## src/logic/msc_consts.svh

```systemverilog
// Offsets, reset values and field positions of the MAC statistics block
`ifndef MSC_CONSTS_SVH
`define MSC_CONSTS_SVH

`define MSC_ADDR_W 16
`define MSC_DATA_W 32

`define MSC_OFS_STAT_CTRL 16'h0100
`define MSC_OFS_RSV_A 16'h010C
`define MSC_OFS_RSV_B 16'h0110
`define MSC_OFS_RX_ALL 16'h0200
`define MSC_OFS_RX_GOOD 16'h0204
`define MSC_OFS_TX_ALL 16'h0300
`define MSC_OFS_TX_BYTES 16'h0308
`define MSC_OFS_TX_GOOD_BYTES 16'h030C
`define MSC_OFS_TX_UNDERRUN 16'h0334
`define MSC_OFS_TX_ABORT 16'h0338

`define MSC_RST_STAT_CTRL 32'h00002F72
`define MSC_RST_RSV 32'h00000000
`define MSC_RST_COUNT 32'h00000000
`define MSC_RSV_INIT 32'hFFFFFFFF
`define MSC_STAT_CTRL_RSV_BIT 1
`define MSC_MAX_FRAME_LSB 3
`define MSC_MAX_FRAME_MSB 13
`define MSC_STAT_CTRL_MASK 32'h00003FFA
`define MSC_INIT_STEPS 2'h3

`endif

```

## src/logic/msc_pkg.sv

```systemverilog
// Types shared by both ends of the MAC statistics link
`include "msc_consts.svh"
package msc_pkg;
    typedef logic [`MSC_DATA_W-1:0] msc_word_t;
    typedef logic [`MSC_ADDR_W-1:0] msc_addr_t;
    typedef enum logic [1:0] {
        MSC_HS_INIT = 2'h0,
        MSC_HS_INIT_WAIT = 2'h1,
        MSC_HS_IDLE = 2'h2,
        MSC_HS_WAIT = 2'h3
    } msc_host_state_e;
endpackage

```

## src/logic/msc_link_if.sv

```systemverilog
// Link between the MAC datapath side and the statistics counter bank
interface msc_link_if
    import msc_pkg::*;
    ();
    logic rx_frame_done;
    logic rx_frame_ok;
    logic tx_frame_done;
    logic tx_byte;
    logic tx_byte_ok;
    logic tx_abort;
    logic tx_abort_underrun;
    logic reg_req;
    logic reg_write;
    msc_addr_t reg_addr;
    msc_word_t reg_wdata;
    logic reg_ack;
    msc_word_t reg_rdata;

    modport device (
        input rx_frame_done, rx_frame_ok, tx_frame_done, tx_byte, tx_byte_ok,
        input tx_abort, tx_abort_underrun, reg_req, reg_write, reg_addr, reg_wdata,
        output reg_ack, reg_rdata
    );
    modport mac (
        output rx_frame_done, rx_frame_ok, tx_frame_done, tx_byte, tx_byte_ok,
        output tx_abort, tx_abort_underrun, reg_req, reg_write, reg_addr, reg_wdata,
        input reg_ack, reg_rdata
    );
endinterface

```

## src/logic/msc_counters.sv

```systemverilog
// Statistics counter bank with its indirect register port
`include "msc_consts.svh"
module msc_counters
    import msc_pkg::*;
(
    // Clock and reset
    input wire logic clk,
    input wire logic arst_n,
    // Link to the MAC datapath side
    msc_link_if.device link,
    // Control words towards the MAC
    output logic [`MSC_DATA_W-1:0] rsv_ctrl_a,
    output logic [`MSC_DATA_W-1:0] rsv_ctrl_b,
    output logic [`MSC_DATA_W-1:0] stat_ctrl,
    output logic [10:0] max_frame_size
);

    // ------------------------------------------------------------
    // Helpers
    // ------------------------------------------------------------
    function automatic msc_word_t bump(input msc_word_t v, input logic en);
        msc_word_t r;
        r = v;
        if (en) begin
            r = v + 32'h00000001;
        end
        return r;
    endfunction

    function automatic logic hit(input msc_addr_t a, input msc_addr_t ofs);
        return a == ofs;
    endfunction

    // ------------------------------------------------------------
    // Counter storage
    // ------------------------------------------------------------
    msc_word_t rx_all_frames_tally;
    msc_word_t rx_good_frames_tally;
    msc_word_t tx_all_frames_tally;
    msc_word_t tx_all_bytes_tally;
    msc_word_t tx_good_bytes_tally;
    msc_word_t tx_underrun_abort_tally;
    msc_word_t tx_any_abort_tally;

    logic wr_stb;
    assign wr_stb = link.reg_req & link.reg_write;

    // ------------------------------------------------------------
    // Receive counters
    // ------------------------------------------------------------
    always_ff @(posedge clk or negedge arst_n) begin
        if (!arst_n) begin
            rx_all_frames_tally <= `MSC_RST_COUNT;
        end else begin
            rx_all_frames_tally <= bump(rx_all_frames_tally, link.rx_frame_done);
        end
    end

    always_ff @(posedge clk or negedge arst_n) begin
        if (!arst_n) begin
            rx_good_frames_tally <= `MSC_RST_COUNT;
        end else begin
            rx_good_frames_tally <= bump(rx_good_frames_tally,
                link.rx_frame_done & link.rx_frame_ok);
        end
    end

    // ------------------------------------------------------------
    // Transmit frame and byte counters
    // ------------------------------------------------------------
    always_ff @(posedge clk or negedge arst_n) begin
        if (!arst_n) begin
            tx_all_frames_tally <= `MSC_RST_COUNT;
        end else begin
            tx_all_frames_tally <= bump(tx_all_frames_tally, link.tx_frame_done);
        end
    end

    // Bytes of later aborted frames are already counted here
    always_ff @(posedge clk or negedge arst_n) begin
        if (!arst_n) begin
            tx_all_bytes_tally <= `MSC_RST_COUNT;
        end else begin
            tx_all_bytes_tally <= bump(tx_all_bytes_tally, link.tx_byte);
        end
    end

    always_ff @(posedge clk or negedge arst_n) begin
        if (!arst_n) begin
            tx_good_bytes_tally <= `MSC_RST_COUNT;
        end else begin
            tx_good_bytes_tally <= bump(tx_good_bytes_tally,
                link.tx_byte & link.tx_byte_ok);
        end
    end

    // ------------------------------------------------------------
    // Abort counters
    // ------------------------------------------------------------
    always_ff @(posedge clk or negedge arst_n) begin
        if (!arst_n) begin
            tx_underrun_abort_tally <= `MSC_RST_COUNT;
        end else begin
            tx_underrun_abort_tally <= bump(tx_underrun_abort_tally,
                link.tx_abort_underrun);
        end
    end

    // Underrun counts as an abort even without the general strobe
    always_ff @(posedge clk or negedge arst_n) begin
        if (!arst_n) begin
            tx_any_abort_tally <= `MSC_RST_COUNT;
        end else begin
            tx_any_abort_tally <= bump(tx_any_abort_tally,
                link.tx_abort | link.tx_abort_underrun);
        end
    end

    // ------------------------------------------------------------
    // Writable control words
    // ------------------------------------------------------------
    always_ff @(posedge clk or negedge arst_n) begin
        if (!arst_n) begin
            rsv_ctrl_a <= `MSC_RST_RSV;
        end else if (wr_stb && hit(link.reg_addr, `MSC_OFS_RSV_A)) begin
            rsv_ctrl_a <= link.reg_wdata;
        end
    end

    always_ff @(posedge clk or negedge arst_n) begin
        if (!arst_n) begin
            rsv_ctrl_b <= `MSC_RST_RSV;
        end else if (wr_stb && hit(link.reg_addr, `MSC_OFS_RSV_B)) begin
            rsv_ctrl_b <= link.reg_wdata;
        end
    end

    // Only bit one and the frame size field are stored
    always_ff @(posedge clk or negedge arst_n) begin
        if (!arst_n) begin
            stat_ctrl <= `MSC_RST_STAT_CTRL;
        end else if (wr_stb && hit(link.reg_addr, `MSC_OFS_STAT_CTRL)) begin
            stat_ctrl <= link.reg_wdata & `MSC_STAT_CTRL_MASK;
        end
    end

    always_ff @(posedge clk or negedge arst_n) begin
        if (!arst_n) begin
            max_frame_size <= 11'(`MSC_RST_STAT_CTRL >> `MSC_MAX_FRAME_LSB);
        end else if (wr_stb && hit(link.reg_addr, `MSC_OFS_STAT_CTRL)) begin
            max_frame_size <= link.reg_wdata[`MSC_MAX_FRAME_MSB:`MSC_MAX_FRAME_LSB];
        end
    end

    // ------------------------------------------------------------
    // Read multiplexer
    // ------------------------------------------------------------
    msc_word_t next_rdata;

    // Counters are read-only; unmapped addresses read zero
    always_comb begin
        case (link.reg_addr)
            `MSC_OFS_STAT_CTRL: next_rdata = stat_ctrl;
            `MSC_OFS_RSV_A: next_rdata = rsv_ctrl_a;
            `MSC_OFS_RSV_B: next_rdata = rsv_ctrl_b;
            `MSC_OFS_RX_ALL: next_rdata = rx_all_frames_tally;
            `MSC_OFS_RX_GOOD: next_rdata = rx_good_frames_tally;
            `MSC_OFS_TX_ALL: next_rdata = tx_all_frames_tally;
            `MSC_OFS_TX_BYTES: next_rdata = tx_all_bytes_tally;
            `MSC_OFS_TX_GOOD_BYTES: next_rdata = tx_good_bytes_tally;
            `MSC_OFS_TX_UNDERRUN: next_rdata = tx_underrun_abort_tally;
            `MSC_OFS_TX_ABORT: next_rdata = tx_any_abort_tally;
            default: next_rdata = 32'h00000000;
        endcase
    end

    // ------------------------------------------------------------
    // Answer to the register port
    // ------------------------------------------------------------
    always_ff @(posedge clk or negedge arst_n) begin
        if (!arst_n) begin
            link.reg_ack <= 1'b0;
        end else begin
            link.reg_ack <= link.reg_req;
        end
    end

    // Whole word latched on one edge, so no byte can mix old and new
    always_ff @(posedge clk or negedge arst_n) begin
        if (!arst_n) begin
            link.reg_rdata <= 32'h00000000;
        end else if (link.reg_req && !link.reg_write) begin
            link.reg_rdata <= next_rdata;
        end
    end

endmodule

```

## src/flat_wrapper.sv

```systemverilog
// flat-port wrapper written by rule: the top's interface ports become plain ports
module msc_counters_flat import msc_pkg::*;
  (clk, arst_n, rsv_ctrl_a, rsv_ctrl_b, stat_ctrl, max_frame_size, link_rx_frame_done, link_rx_frame_ok, link_tx_frame_done, link_tx_byte, link_tx_byte_ok, link_tx_abort, link_tx_abort_underrun, link_reg_req, link_reg_write, link_reg_addr, link_reg_wdata, link_reg_ack, link_reg_rdata);
  msc_link_if link_i ();
  input wire logic clk;
  input wire logic arst_n;
  output logic [`MSC_DATA_W-1:0] rsv_ctrl_a;
  output logic [`MSC_DATA_W-1:0] rsv_ctrl_b;
  output logic [`MSC_DATA_W-1:0] stat_ctrl;
  output logic [10:0] max_frame_size;
  input wire logic [$bits(link_i.rx_frame_done)-1:0] link_rx_frame_done;
  input wire logic [$bits(link_i.rx_frame_ok)-1:0] link_rx_frame_ok;
  input wire logic [$bits(link_i.tx_frame_done)-1:0] link_tx_frame_done;
  input wire logic [$bits(link_i.tx_byte)-1:0] link_tx_byte;
  input wire logic [$bits(link_i.tx_byte_ok)-1:0] link_tx_byte_ok;
  input wire logic [$bits(link_i.tx_abort)-1:0] link_tx_abort;
  input wire logic [$bits(link_i.tx_abort_underrun)-1:0] link_tx_abort_underrun;
  input wire logic [$bits(link_i.reg_req)-1:0] link_reg_req;
  input wire logic [$bits(link_i.reg_write)-1:0] link_reg_write;
  input wire logic [$bits(link_i.reg_addr)-1:0] link_reg_addr;
  input wire logic [$bits(link_i.reg_wdata)-1:0] link_reg_wdata;
  output wire logic [$bits(link_i.reg_ack)-1:0] link_reg_ack;
  output wire logic [$bits(link_i.reg_rdata)-1:0] link_reg_rdata;
  assign link_i.rx_frame_done = link_rx_frame_done;
  assign link_i.rx_frame_ok = link_rx_frame_ok;
  assign link_i.tx_frame_done = link_tx_frame_done;
  assign link_i.tx_byte = link_tx_byte;
  assign link_i.tx_byte_ok = link_tx_byte_ok;
  assign link_i.tx_abort = link_tx_abort;
  assign link_i.tx_abort_underrun = link_tx_abort_underrun;
  assign link_i.reg_req = link_reg_req;
  assign link_i.reg_write = link_reg_write;
  assign link_i.reg_addr = link_reg_addr;
  assign link_i.reg_wdata = link_reg_wdata;
  assign link_reg_ack = link_i.reg_ack;
  assign link_reg_rdata = link_i.reg_rdata;
  msc_counters u_core (.clk(clk), .arst_n(arst_n), .link(link_i), .rsv_ctrl_a(rsv_ctrl_a), .rsv_ctrl_b(rsv_ctrl_b), .stat_ctrl(stat_ctrl), .max_frame_size(max_frame_size));
endmodule
```

## config.mk

```make
export PLATFORM = sky130hd
export DESIGN_NAME = msc_counters_flat
export DESIGN_NICKNAME = d
export VERILOG_FILES = /design/src/logic/msc_pkg.sv /design/src/logic/msc_link_if.sv /design/src/logic/msc_counters.sv /design/src/flat_wrapper.sv
export VERILOG_INCLUDE_DIRS = /design/src /design/src/logic
export SDC_FILE = /design/constraint.sdc
export NUM_CORES = 1
export LEC_CHECK = 0
export ABC_CLOCK_PERIOD_IN_PS = 2600
export BUFFER_PORTS_ARGS = -buffer_cell sky130_fd_sc_hd__buf_2
export CAP_MARGIN = 20
export CELL_PAD_IN_SITES_DETAIL_PLACEMENT = 1
export CELL_PAD_IN_SITES_GLOBAL_PLACEMENT = 2
export CORE_ASPECT_RATIO = 0.6
export CORE_MARGIN = 8
export CORE_UTILIZATION = 39
export CTS_CLUSTER_SIZE = 12
export DETAILED_ROUTE_END_ITERATION = 16
export PLACE_DENSITY_LB_ADDON = 0.1
export SLEW_MARGIN = 40
export SYNTH_ARGS = -nofsm -noshare
export SYNTH_HDL_FRONTEND = slang
export SYNTH_SLANG_ARGS = --single-unit
```

## constraint.sdc

```tcl
create_clock -name clk -period 2.6 [get_ports clk]
set_input_delay 0.52 -clock clk [delete_from_list [all_inputs] [get_ports clk]]
set_output_delay 0.52 -clock clk [all_outputs]
set_load 0.005 [all_outputs]
```

* Word level (Yosys, flattened, before mapping)
Cells that the tools add are included.
** Storage, ports and cells
- Register bits after elaboration :: 344
- Bits of input ports :: 59
- Output and inout bits :: 140
- Word-level logic and storage cells :: 40
** Cells by class
- $add $sub $neg :: 7
- Eq/ne operators :: 10
- Mux-type cells :: 1
- Bitwise operators :: 4
- Reductions and logical operators :: 5
** Operator list (count)
- case mux 32 bit (10 select lines) :: 1
- adder 32 x 1 -> 32 bit (second input constant) :: 7
- equality test 16 x 10 -> 1 bit (second input constant) :: 7
- equality test 16 x 9 -> 1 bit (second input constant) :: 3
- logical AND 1 bit :: 4
- AND 1 bit :: 3
- zero test 1 bit :: 1
- OR 1 bit :: 1

* Depth between registers and ports, before layout
Gate-level depths: netlist of run 1.
- Depth in word-level cells :: 2
- Gate-level depth with buffers :: 9
- Mapped depth without buffers :: 7

* Worst setup path before layout of run 1
No wires, ideal clock.
- Path kind :: input port to flip-flop
- From :: in link_reg_addr[0]
- To :: reg u_core.rsv_ctrl_b[0]
- Setup time :: 125 ps
- Arrival time :: 2499 ps
- Required time :: 2475 ps
- Setup slack :: -24 ps
- Cell stages on the path :: 8
- Path buffers :: 3
- Cell sequence :: buf_2 or4_4 or2_4 nor3_4 and3_1 buf_2 buf_4 mux2_2
** Between the ends
- Cells in the longest elaborated chain, start to end :: 2
** Ends and longest elaborated chain
- start: declaration :: line flat_wrapper.sv:20 : input wire logic [$bits(link_i.reg_addr)-1:0] link_reg_addr;
- equality test 16 x 9 -> 1 bit :: line msc_counters.sv:31 : return a == ofs;
- logical AND 1 bit :: line msc_counters.sv:133 : end else if (wr_stb && hit(link.reg_addr, `MSC_OFS_RSV_B)) begin
- end signal: assignment :: line msc_counters.sv:132 : rsv_ctrl_b <= `MSC_RST_RSV;
- end signal: assignment :: line msc_counters.sv:134 : rsv_ctrl_b <= link.reg_wdata;
- end: declaration :: line msc_counters.sv:13 : output logic [`MSC_DATA_W-1:0] rsv_ctrl_b,
Every way passes these cells.
A chain may end at the register's enable or synchronous reset.

* Worst setup path after layout of run 1
- From :: in link_reg_addr[5]
- To :: reg u_core.link.reg_rdata[2]
** Between the ends
- Cells in the longest elaborated chain, start to end :: 2
- Elaborated cells between the ends (all ways) :: 11
- Classes of those cells :: eq/ne (10); mux (1)
** Ends and longest elaborated chain
- equality test 16 x 10 -> 1 bit / equality test 16 x 9 -> 1 bit (equally long branches) :: line msc_counters.sv:162 : case (link.reg_addr)
- case mux 32 bit (10 select lines) (*) :: line msc_counters.sv:162
- end signal: assignment :: line msc_counters.sv:193 : link.reg_rdata <= next_rdata;
- end: declaration :: line msc_link_if.sv:22 : output reg_ack, reg_rdata
Every way passes the cells marked *; elsewhere a longest branch is shown, timed or not.

==> results_dict.tcl, run 1 <==
set metrics [dict create \
    synth_top_cell_by_area "dfrtp_1" \
    synth_top_area_share_pct 50.5 \
    period_share_pct 96.2 \
    min_to "u_core.link.reg_ack" \
    rr_startpoint "u_core.rx_good_frames_tally[5]" \
    tritoncts "yes" \
    rsz0062_at_grt "false" \
    finalCoreUtilization_pct 48.1 \
    r2r_setup_slack_ns 0.22 \
    yosys.area_share.simple_pct 14.5 \
    skew_ns 0.0237 \
    clock_sinks 333 \
    root_buffer "clkbuf_16" \
    vdd_drop_max_v 0.000388 \
    synth_area_um2 16100 \
    overflow 0 \
    synth_compound_area_share_pct 9.06 \
    vias 12700 \
    dieArea_um2 48200 \
    cpPeakStageDelay_ns 0.63 \
    drtAntennaViolNets 0 \
    fill_cells 4401 \
    ys_types 61 \
    remaining_drc_errors 0 \
    yosysWarnings 0 \
    ys_seq_elements 333 \
    post-route-min-period_ns 2.50 \
    synth_cells 1407 \
    dr.first_iter.drc_count 1253 \
    synth_top_family_by_area "simple AND/OR/NAND/NOR gates" \
    grt_max_degree 75 \
    start_kind "input port" \
    cts_made_buffers 36 \
    seq_area_frac_synth_pct 51.9 \
    hold_path_class "in -> reg" \
    worst_pin_slew_ns 0.956 \
    setup_ws_ns 0.0977 \
    fmax_ghz 0.400 \
    leakage_nw 9.30 \
    antenna_found_initial 2 \
    drive_gt1_share_pct 29.4 \
    cp_slowest_cell "or4_1" \
    ctsResizeCount 0 \
    whs_path_depth 1 \
    drv_cap 0 \
    hold_slack_ns 0.182 \
    finalHoldViolCount 0 \
    dp_hpwl_um 45100 \
    slew_headroom_pct 36.3 \
    layout-area-overhead-vs-synth_pct 21.6 \
    die_width_um 278 \
    min_from "link_reg_req" \
    synth_edf_count 0 \
    io-pin-count 199 \
    place_area_um2 18400 \
    place_congestion 0.897 \
    synthMuxAreaShare_pct 8.44 \
    layout.nets 1748 \
    path_class "in -> reg" \
    cp.arrival_ns 2.95 \
    synthAdderAreaFrac_pct 0.545 \
    grt_use_total_pct 23.9 \
    htreeDepth 2 \
    setup_viol 0 \
    synth_xor_area_share_pct 11.8 \
    critPathTopFamily "simple AND/OR/NAND/NOR gates" \
    core_area_um2 40600 \
    r2r_cells 7 \
    num_rows 57 \
    diodes 0 \
    ys.flop_type "dfrtp_1" \
    drt_pass1_iterations 8 \
    die_h_um 173 \
    required_ns 3.04 \
    worst-path-max-fanout 12 \
    cts.clk_slew.worst_paths_ns 0.06 \
    path_buf_inv 2 \
    p_total_w 0.0124 \
    final_max_slew_viol_count 0 \
    r2r_end "u_core.rx_good_frames_tally[27]" \
    drt-wirelength-per-cell_um 26.1 \
    final_area_um2 19500 \
    path_cells "buf_2 -> or4_1 -> buf_12 -> or3_1 -> o22ai_1 -> a221o_1 -> a221oi_1 -> o21ai_0" \
    p_per_area_nw_per_um2 632 \
    grt_pass1_wl_um 88300 \
    port_buffers 178 \
    cts.path.max_buffers 3 \
    clk_latency_ns 0.54 \
    syn_area_per_cell_um2 11.4 \
    drt_wl_total_um 58500 \
    grt_pass1_vias 13000 \
    status "completed" \
    drt-vias-per-instance 5.67 \
    synth.area.top_cells "dfrtp_1 50%, xnor2_1 8.3%, mux2_2 7.5%" \
    async_reset_ff_share_pct 100 \
    initial_utilization_pct 39.6 \
    end_kind "register" \
    pre_cts_slack_ns -0.392 \
]
-- stage by stage --
stage	std cells	TNS (ns)
floorplan	1426	-0.687
global route	2239	0
global placement	2171	-11.13
finish	2239	0
detailed placement	2173	-13.96
CTS	2238	0
-- how the worst max path moves through the flow --
stage,startpoint,to,slack (ns),cells past startpoint
global placement,link_reg_addr[5],u_core.link.reg_rdata[2],-0.35,8
floorplan,link_reg_addr[0],u_core.rsv_ctrl_b[0],-0.02,8
detailed placement,link_reg_addr[5],u_core.link.reg_rdata[2],-0.39,9
finish,link_reg_addr[5],u_core.link.reg_rdata[2],0.1,8
CTS,link_reg_addr[5],u_core.link.reg_rdata[2],0.15,9
global route,link_reg_addr[5],u_core.link.reg_rdata[2],0.05,8
-- area by class of cell --
type | instances | area, µm² | area share [%]
clock inverters | 7 | 67.6 | 0.346
clock buffers | 57 | 1060 | 5.43
flip-flops and latches | 333 | 8340 | 42.7
inverters | 11 | 41.3 | 0.211
multi-input cells | 988 | 7270 | 37.2
well taps | 531 | 664 | 3.40
repair buffers | 312 | 2090 | 10.7
-- cell families after synthesis --
kind of cell,count (synthesis)
buf+inv,105
xor+xnor,217
other cells,1
fa+ha+maj,7
flops,333
simple gates,426
mux,122
compound gates,196
-- state kept, by name (all words and copies together), names as in the netlist --
register / count
u_core.link.reg_ack: 1
u_core.link.reg_rdata: 32
u_core.max_frame_size: 11
u_core.rsv_ctrl_a: 32
u_core.rsv_ctrl_b: 32
u_core.rx_all_frames_tally: 32
u_core.rx_good_frames_tally: 32
u_core.stat_ctrl: 1
u_core.tx_all_bytes_tally: 32
u_core.tx_all_frames_tally: 32
u_core.tx_any_abort_tally: 32
u_core.tx_good_bytes_tally: 32
u_core.tx_underrun_abort_tally: 32
-- layout by cell type (no fill, tap or decap), types with 6 or more instances in the layout --
master,n
nor4_1,9
nor2_1,52
clkbuf_16,37
a2bb2oi_1,9
nand2_1,98
a221oi_1,16
buf_2,180
a221o_1,11
a22o_1,6
xnor2_1,153
and4_1,18
dfrtp_1,324
nand4_1,50
and2_1,7
nor4_2,10
o21ai_1,18
a222oi_1,25
clkbuf_8,6
dfstp_2,9
buf_12,15
mux2i_1,14
a22oi_1,49
xor2_1,64
buf_4,115
o21ai_0,39
clkbuf_1,14
conb_1,20
inv_1,11
nand3_1,77
and3_1,51
nor3_1,17
o22ai_1,11
ha_1,7
mux2_2,107
-- power breakdown --
part,switching (W),internal (W),total (W),leakage [nW]
combinational,0.000563,0.000519,0.00108,4.23
clock,0.00217,0.00291,0.00507,0.554
sequential,0.000668,0.00553,0.00620,4.51
-- timing repair --
action / CTS / global route
setup buffers: 0 / 0
endpoints found under the hold margin: 1 / 0
hold buffers: 1 / 0
-- layer usage --
layer / GRT usage, % / part of all wire [%] / vias up
met4: 3.55 / 1.0 / 0
met2: 33.3 / 41 / 360
li1: - / - / 5661
met1: 38.4 / 51 / 6618
met3: 4.40 / 6.7 / 51
met5: 0 / 0 / -
-- cell usage after synthesis, types with 4 or more instances --
cell	count
o22ai_1	11
and4_1	18
a222oi_1	25
or4_1	4
nand2b_1	4
xor2_1	64
xnor2_1	153
and3_1	53
buf_1	5
o21ai_1	18
buf_4	40
nand4_1	50
mux2_2	107
dfstp_2	9
a22oi_1	49
a2bb2oi_1	9
nor4_2	4
buf_6	4
ha_1	7
or3_1	4
o21ai_0	39
clkbuf_1	25
mux2i_1	14
a221oi_1	16
nand2_1	98
nor4_1	17
buf_2	19
inv_1	11
dfrtp_1	324
and2_1	7
nor3_1	17
a221o_1	11
a22o_1	6
nor2_1	52
nand3_1	77
Power figures use the tool's default switching activity.
==> inputs of run 2 (changes only) <==
==> constraint.sdc (replaced) <==
create_clock -name clk -period 2.6 [get_ports clk]
set_input_delay 0.26 -clock clk [delete_from_list [all_inputs] [get_ports clk]]
set_output_delay 0.26 -clock clk [all_outputs]
set_load 0.005 [all_outputs]
==> results_dict.tcl, run 2 (synthesis gave the netlist of run 1 again) <==
set metrics [dict create \
    layout-area-overhead-vs-synth_pct 21.1 \
    worst-path-max-fanout 5 \
    placedCellCount 2129 \
    dieArea_um2 48200 \
    dr.first_iter.drc_count 1132 \
    fin_cells 2217 \
    finalHoldViolCount 0 \
    drive_gt1_share_pct 27.1 \
    fill_cells 4404 \
    cts_made_buffers 36 \
    initial_utilization_pct 39.6 \
    cpPeakStageDelay_ns 0.52 \
    clock_sinks 333 \
    final_common_cell "dfrtp_1" \
    tritoncts "yes" \
    drt_wl_total_um 57300 \
    layout.nets 1731 \
    required_ns 3.05 \
    grt_pass1_wl_um 86900 \
    hold_path_class "in -> reg" \
    clk_latency_ns 0.54 \
    drt-vias-per-instance 5.67 \
    setup_viol 0 \
    setup_ws_ns 0.171 \
    port_buffers 178 \
    die_h_um 173 \
    cp.arrival_ns 2.88 \
    post-route-min-period_ns 2.43 \
    root_buffer "clkbuf_16" \
    slew_headroom_pct 32.2 \
    remaining_drc_errors 0 \
    io-pin-count 199 \
    drtAntennaViolNets 0 \
    path_cells "nand3_1 -> nor4_1 -> and2_1 -> nand4_1 -> nor2_1 -> xor2_1" \
    rsz0062_at_grt "false" \
    drt_pass1_iterations 6 \
    status "completed" \
    vias 12600 \
    worst_pin_slew_ns 1.02 \
    drt-wirelength-per-cell_um 25.9 \
    cp_slowest_cell "dfrtp_1" \
    place_congestion 0.877 \
    layout_common_cells "324 x dfrtp_1, 180 x buf_2, 153 x xnor2_1" \
    grt_pass1_vias 12900 \
    skew_ns 0.0163 \
    fmax_ghz 0.412 \
    core_area_um2 40600 \
    path_class "reg -> reg" \
    cts.path.max_buffers 3 \
    vdd_drop_max_v 0.000382 \
    die_width_um 278 \
    pre_cts_slack_ns -0.276 \
    diodes 0 \
    drv_cap 0 \
    grt_max_degree 80 \
    leakage_nw 9.19 \
    overflow 0 \
    start_kind "register" \
    dp_hpwl_um 43700 \
    end_kind "register" \
    htreeDepth 2 \
    antenna_found_initial 3 \
    period_share_pct 93.4 \
    num_rows 57 \
    final_max_slew_viol_count 0 \
    p_per_area_nw_per_um2 645 \
    cts.clk_slew.worst_paths_ns 0.06 \
    grt_use_total_pct 23.5 \
]
[run 2: metal layers]
layer	GRT usage, %	routed length [µm]
met5	0	0
met4	4.66	969
met3	6.36	4680
met2	32.1	23100
met1	36.5	28600
[run 2: what timing repair did]
action	4_1_cts	5_1_grt
gates resized for setup	0	0
hold buffers	28	0
setup buffers	0	0
hold endpoints to repair	103	0
[run 2: worst paths after layout]
| kind | startpoint | to | slack (ns) | depth (start not counted) |
|---|---|---|---|---|
| setup / recovery | u_core.tx_good_bytes_tally[4] | u_core.tx_good_bytes_tally[25] | 0.17 | 6 |
| hold / removal | link_rx_frame_done | u_core.rx_all_frames_tally[0] | 0.03 | 2 |
| setup reg to reg | u_core.tx_good_bytes_tally[4] | u_core.tx_good_bytes_tally[25] | 0.17 | 6 |
| hold reg to reg | u_core.tx_all_frames_tally[31] | u_core.tx_all_frames_tally[31] | 0.47 | 1 |
| max in group asynchronous | arst_n | u_core.tx_any_abort_tally[7] | 1.50 | 3 |
| min in group asynchronous | arst_n | u_core.rx_all_frames_tally[0] | 0.25 | 2 |
[run 2: power by group]
| group | switching (W) | total [W] | internal, W | leakage (nW) |
|---|---|---|---|---|
| clock | 0.00215 | 0.00522 | 0.00307 | 0.562 |
| sequential | 0.000660 | 0.00619 | 0.00553 | 4.51 |
| combinational | 0.000592 | 0.00113 | 0.000540 | 4.12 |
| total | 0.00340 | 0.0125 | 0.00914 | 9.19 |
[run 2: final cells by class]
class	instances	area [µm²]	share of cell area (%)
flip-flops and latches	333	8340	42.9
multi-input cells	988	7270	37.3
repair buffers	295	1990	10.2
clock buffers	54	1050	5.39
well taps	531	664	3.41
clock inverters	5	100	0.514
inverters	11	41.3	0.212
[run 2: metrics by stage]
stage / area [µm²] / util, % / hold WS, ns / setup TNS [ns] / total power, W
after floorplan: 16100 / - / -0.0356 / 0 / 0.00664
after global placement: 18000 / 44.4 / 0.217 / -1.19 / 0.00731
after detailed placement: 18000 / 44.4 / 0.221 / -1.79 / 0.00736
after CTS: 19500 / 47.9 / 0.00259 / 0 / 0.0127
after global routing: 19500 / 48.0 / 0.0153 / 0 / 0.0130
final: 19500 / 48.0 / 0.0270 / 0 / 0.0125
[run 2: worst max-delay path: cells and delay by family (launching register included)]
| family | cells | cell delay (ns) |
|---|---|---|
| flip-flops | 1 | 0.52 |
| XOR/XNOR | 1 | 0.17 |
| AND/OR/NAND/NOR | 5 | 1.66 |
==> inputs of run 3 (changes only) <==
Settings changed: CORE_ASPECT_RATIO 0.6 to unset.
==> results_dict.tcl, run 3 (synthesis gave the netlist of run 1 again) <==
set metrics [dict create \
    status "completed" \
    setup_viol 0 \
    ctsResizeCount 0 \
    required_ns 3.03 \
    clk_latency_ns 0.55 \
    antenna_found_initial 1 \
    grt_pass1_vias 13400 \
    dieArea_um2 48000 \
    fmax_ghz 0.425 \
    cts.path.max_buffers 3 \
    final_common_cell "dfrtp_1" \
    multi_input_area_um2 7270 \
    initial_utilization_pct 39.4 \
    port_buffers 178 \
    hold_path_class "in -> reg" \
    post-route-min-period_ns 2.35 \
    worst_pin_slew_ns 0.773 \
    num_rows 74 \
    die_width_um 219 \
    drv_cap 0 \
    io-pin-count 199 \
    seq_area_um2 8340 \
    finalCoreUtilization_pct 48.4 \
    worst-path-max-fanout 5 \
    dr.first_iter.drc_count 882 \
    htreeDepth 2 \
    vias 12500 \
    rsz0062_at_grt "false" \
    grt_max_degree 79 \
    cts.clk_slew.worst_paths_ns 0.06 \
    drive_gt1_share_pct 27.5 \
    cp.arrival_ns 2.78 \
    remaining_drc_errors 0 \
    place_congestion 0.855 \
    hold_slack_ns 0.0293 \
    drt_pass1_iterations 5 \
    end_kind "register" \
    period_share_pct 90.5 \
    start_kind "register" \
    grt_pass1_wl_um 85600 \
    root_buffer "clkbuf_16" \
    layout.nets 1739 \
    p_per_area_nw_per_um2 653 \
    fill_cells 4407 \
    slew_headroom_pct 48.4 \
    final_max_slew_viol_count 0 \
    path_class "reg -> reg" \
    drt-vias-per-instance 5.61 \
    overflow 0 \
    layout-area-overhead-vs-synth_pct 22.8 \
    core_area_um2 40700 \
    dp_hpwl_um 42200 \
    finalHoldViolCount 0 \
    die_h_um 219 \
    skew_ns 0.00644 \
    drt_wl_total_um 56100 \
    clock_sinks 333 \
    drt-wirelength-per-cell_um 25.1 \
    vdd_drop_max_v 0.000371 \
    grt_use_total_pct 23.5 \
    layout_common_cells "324 x dfrtp_1, 177 x buf_2, 153 x xnor2_1" \
    leakage_nw 9.33 \
    drtAntennaViolNets 0 \
    cts_made_buffers 40 \
    tritoncts "yes" \
]
run 3: final cells by class:
| type | count | share of cell area (%) |
|---|---|---|
| Multi-Input combinational cell | 988 | 36.8 |
| Clock buffer | 62 | 6.16 |
| Tap cell | 532 | 3.37 |
| Sequential cell | 333 | 42.3 |
| Timing Repair Buffer | 299 | 10.6 |
| Inverter | 11 | 0.209 |
| Clock inverter | 10 | 0.507 |
| Antenna cell | 1 | 0.0127 |
run 3: worst max-delay path, stage by stage, from the launching register on:
cell     delay (ns)
dfrtp_1        0.46
ha_1           0.19
nand3_1        0.16
nor4_1         0.50
and2_0         0.29
and4_1         0.38
nand2_1        0.12
xnor2_1        0.14
run 3: power breakdown:
part / switching [W] / total (W) / internal (W)
Clock: 0.00225 / 0.00565 / 0.00340
Combinational: 0.000575 / 0.00111 / 0.000531
Sequential: 0.000599 / 0.00613 / 0.00553
Total: 0.00342 / 0.0129 / 0.00947
run 3: metal layers:
metal  GRT usage, %  routed length [µm]  part of all wire [%]  vias up
met1           33.6               26300                    47     6573
met2           36.5               26000                    46      275
li1               -                   -                     -     5632
met3           4.49                2830                   5.0       66
met4           5.20                1010                   1.8        2
met5              0                  10                 0.018        -
run 3: per-stage QoR:
stage / std cells / worst slack (ns) / total power, W / area, µm² / setup TNS (ns)
floorplan: 1426 / 0.236 / 0.00664 / 16100 / 0
global placement: 2128 / 0.0166 / 0.00721 / 18100 / 0
global route: 2235 / 0.0869 / 0.0134 / 19700 / 0
finish: 2236 / 0.248 / 0.0129 / 19700 / 0
detailed placement: 2128 / -0.0309 / 0.00727 / 18100 / -0.0520
CTS: 2234 / 0.264 / 0.0130 / 19700 / 0
run 3: final timing paths:
| path | startpoint | to | slack [ns] | cells past startpoint |
|---|---|---|---|---|
| worst min register to register | u_core.tx_all_frames_tally[31] | u_core.tx_all_frames_tally[31] | 0.48 | 1 |
| min in group asynchronous | arst_n | u_core.tx_any_abort_tally[10] | 0.30 | 2 |
| worst max register to register | u_core.tx_good_bytes_tally[0] | u_core.tx_good_bytes_tally[28] | 0.25 | 7 |
| max in group asynchronous | arst_n | u_core.max_frame_size[2] | 1.49 | 3 |
| worst max-delay path | u_core.tx_good_bytes_tally[0] | u_core.tx_good_bytes_tally[28] | 0.25 | 7 |
| worst min-delay path | link_reg_wdata[18] | u_core.rsv_ctrl_b[18] | 0.03 | 2 |
run 3: what timing repair did:
action / 4_1_cts / 5_1_grt
setup endpoints to repair: 0 / 0
endpoints found under the hold margin: 134 / 0
hold buffers: 34 / 0
setup buffers: 0 / 0
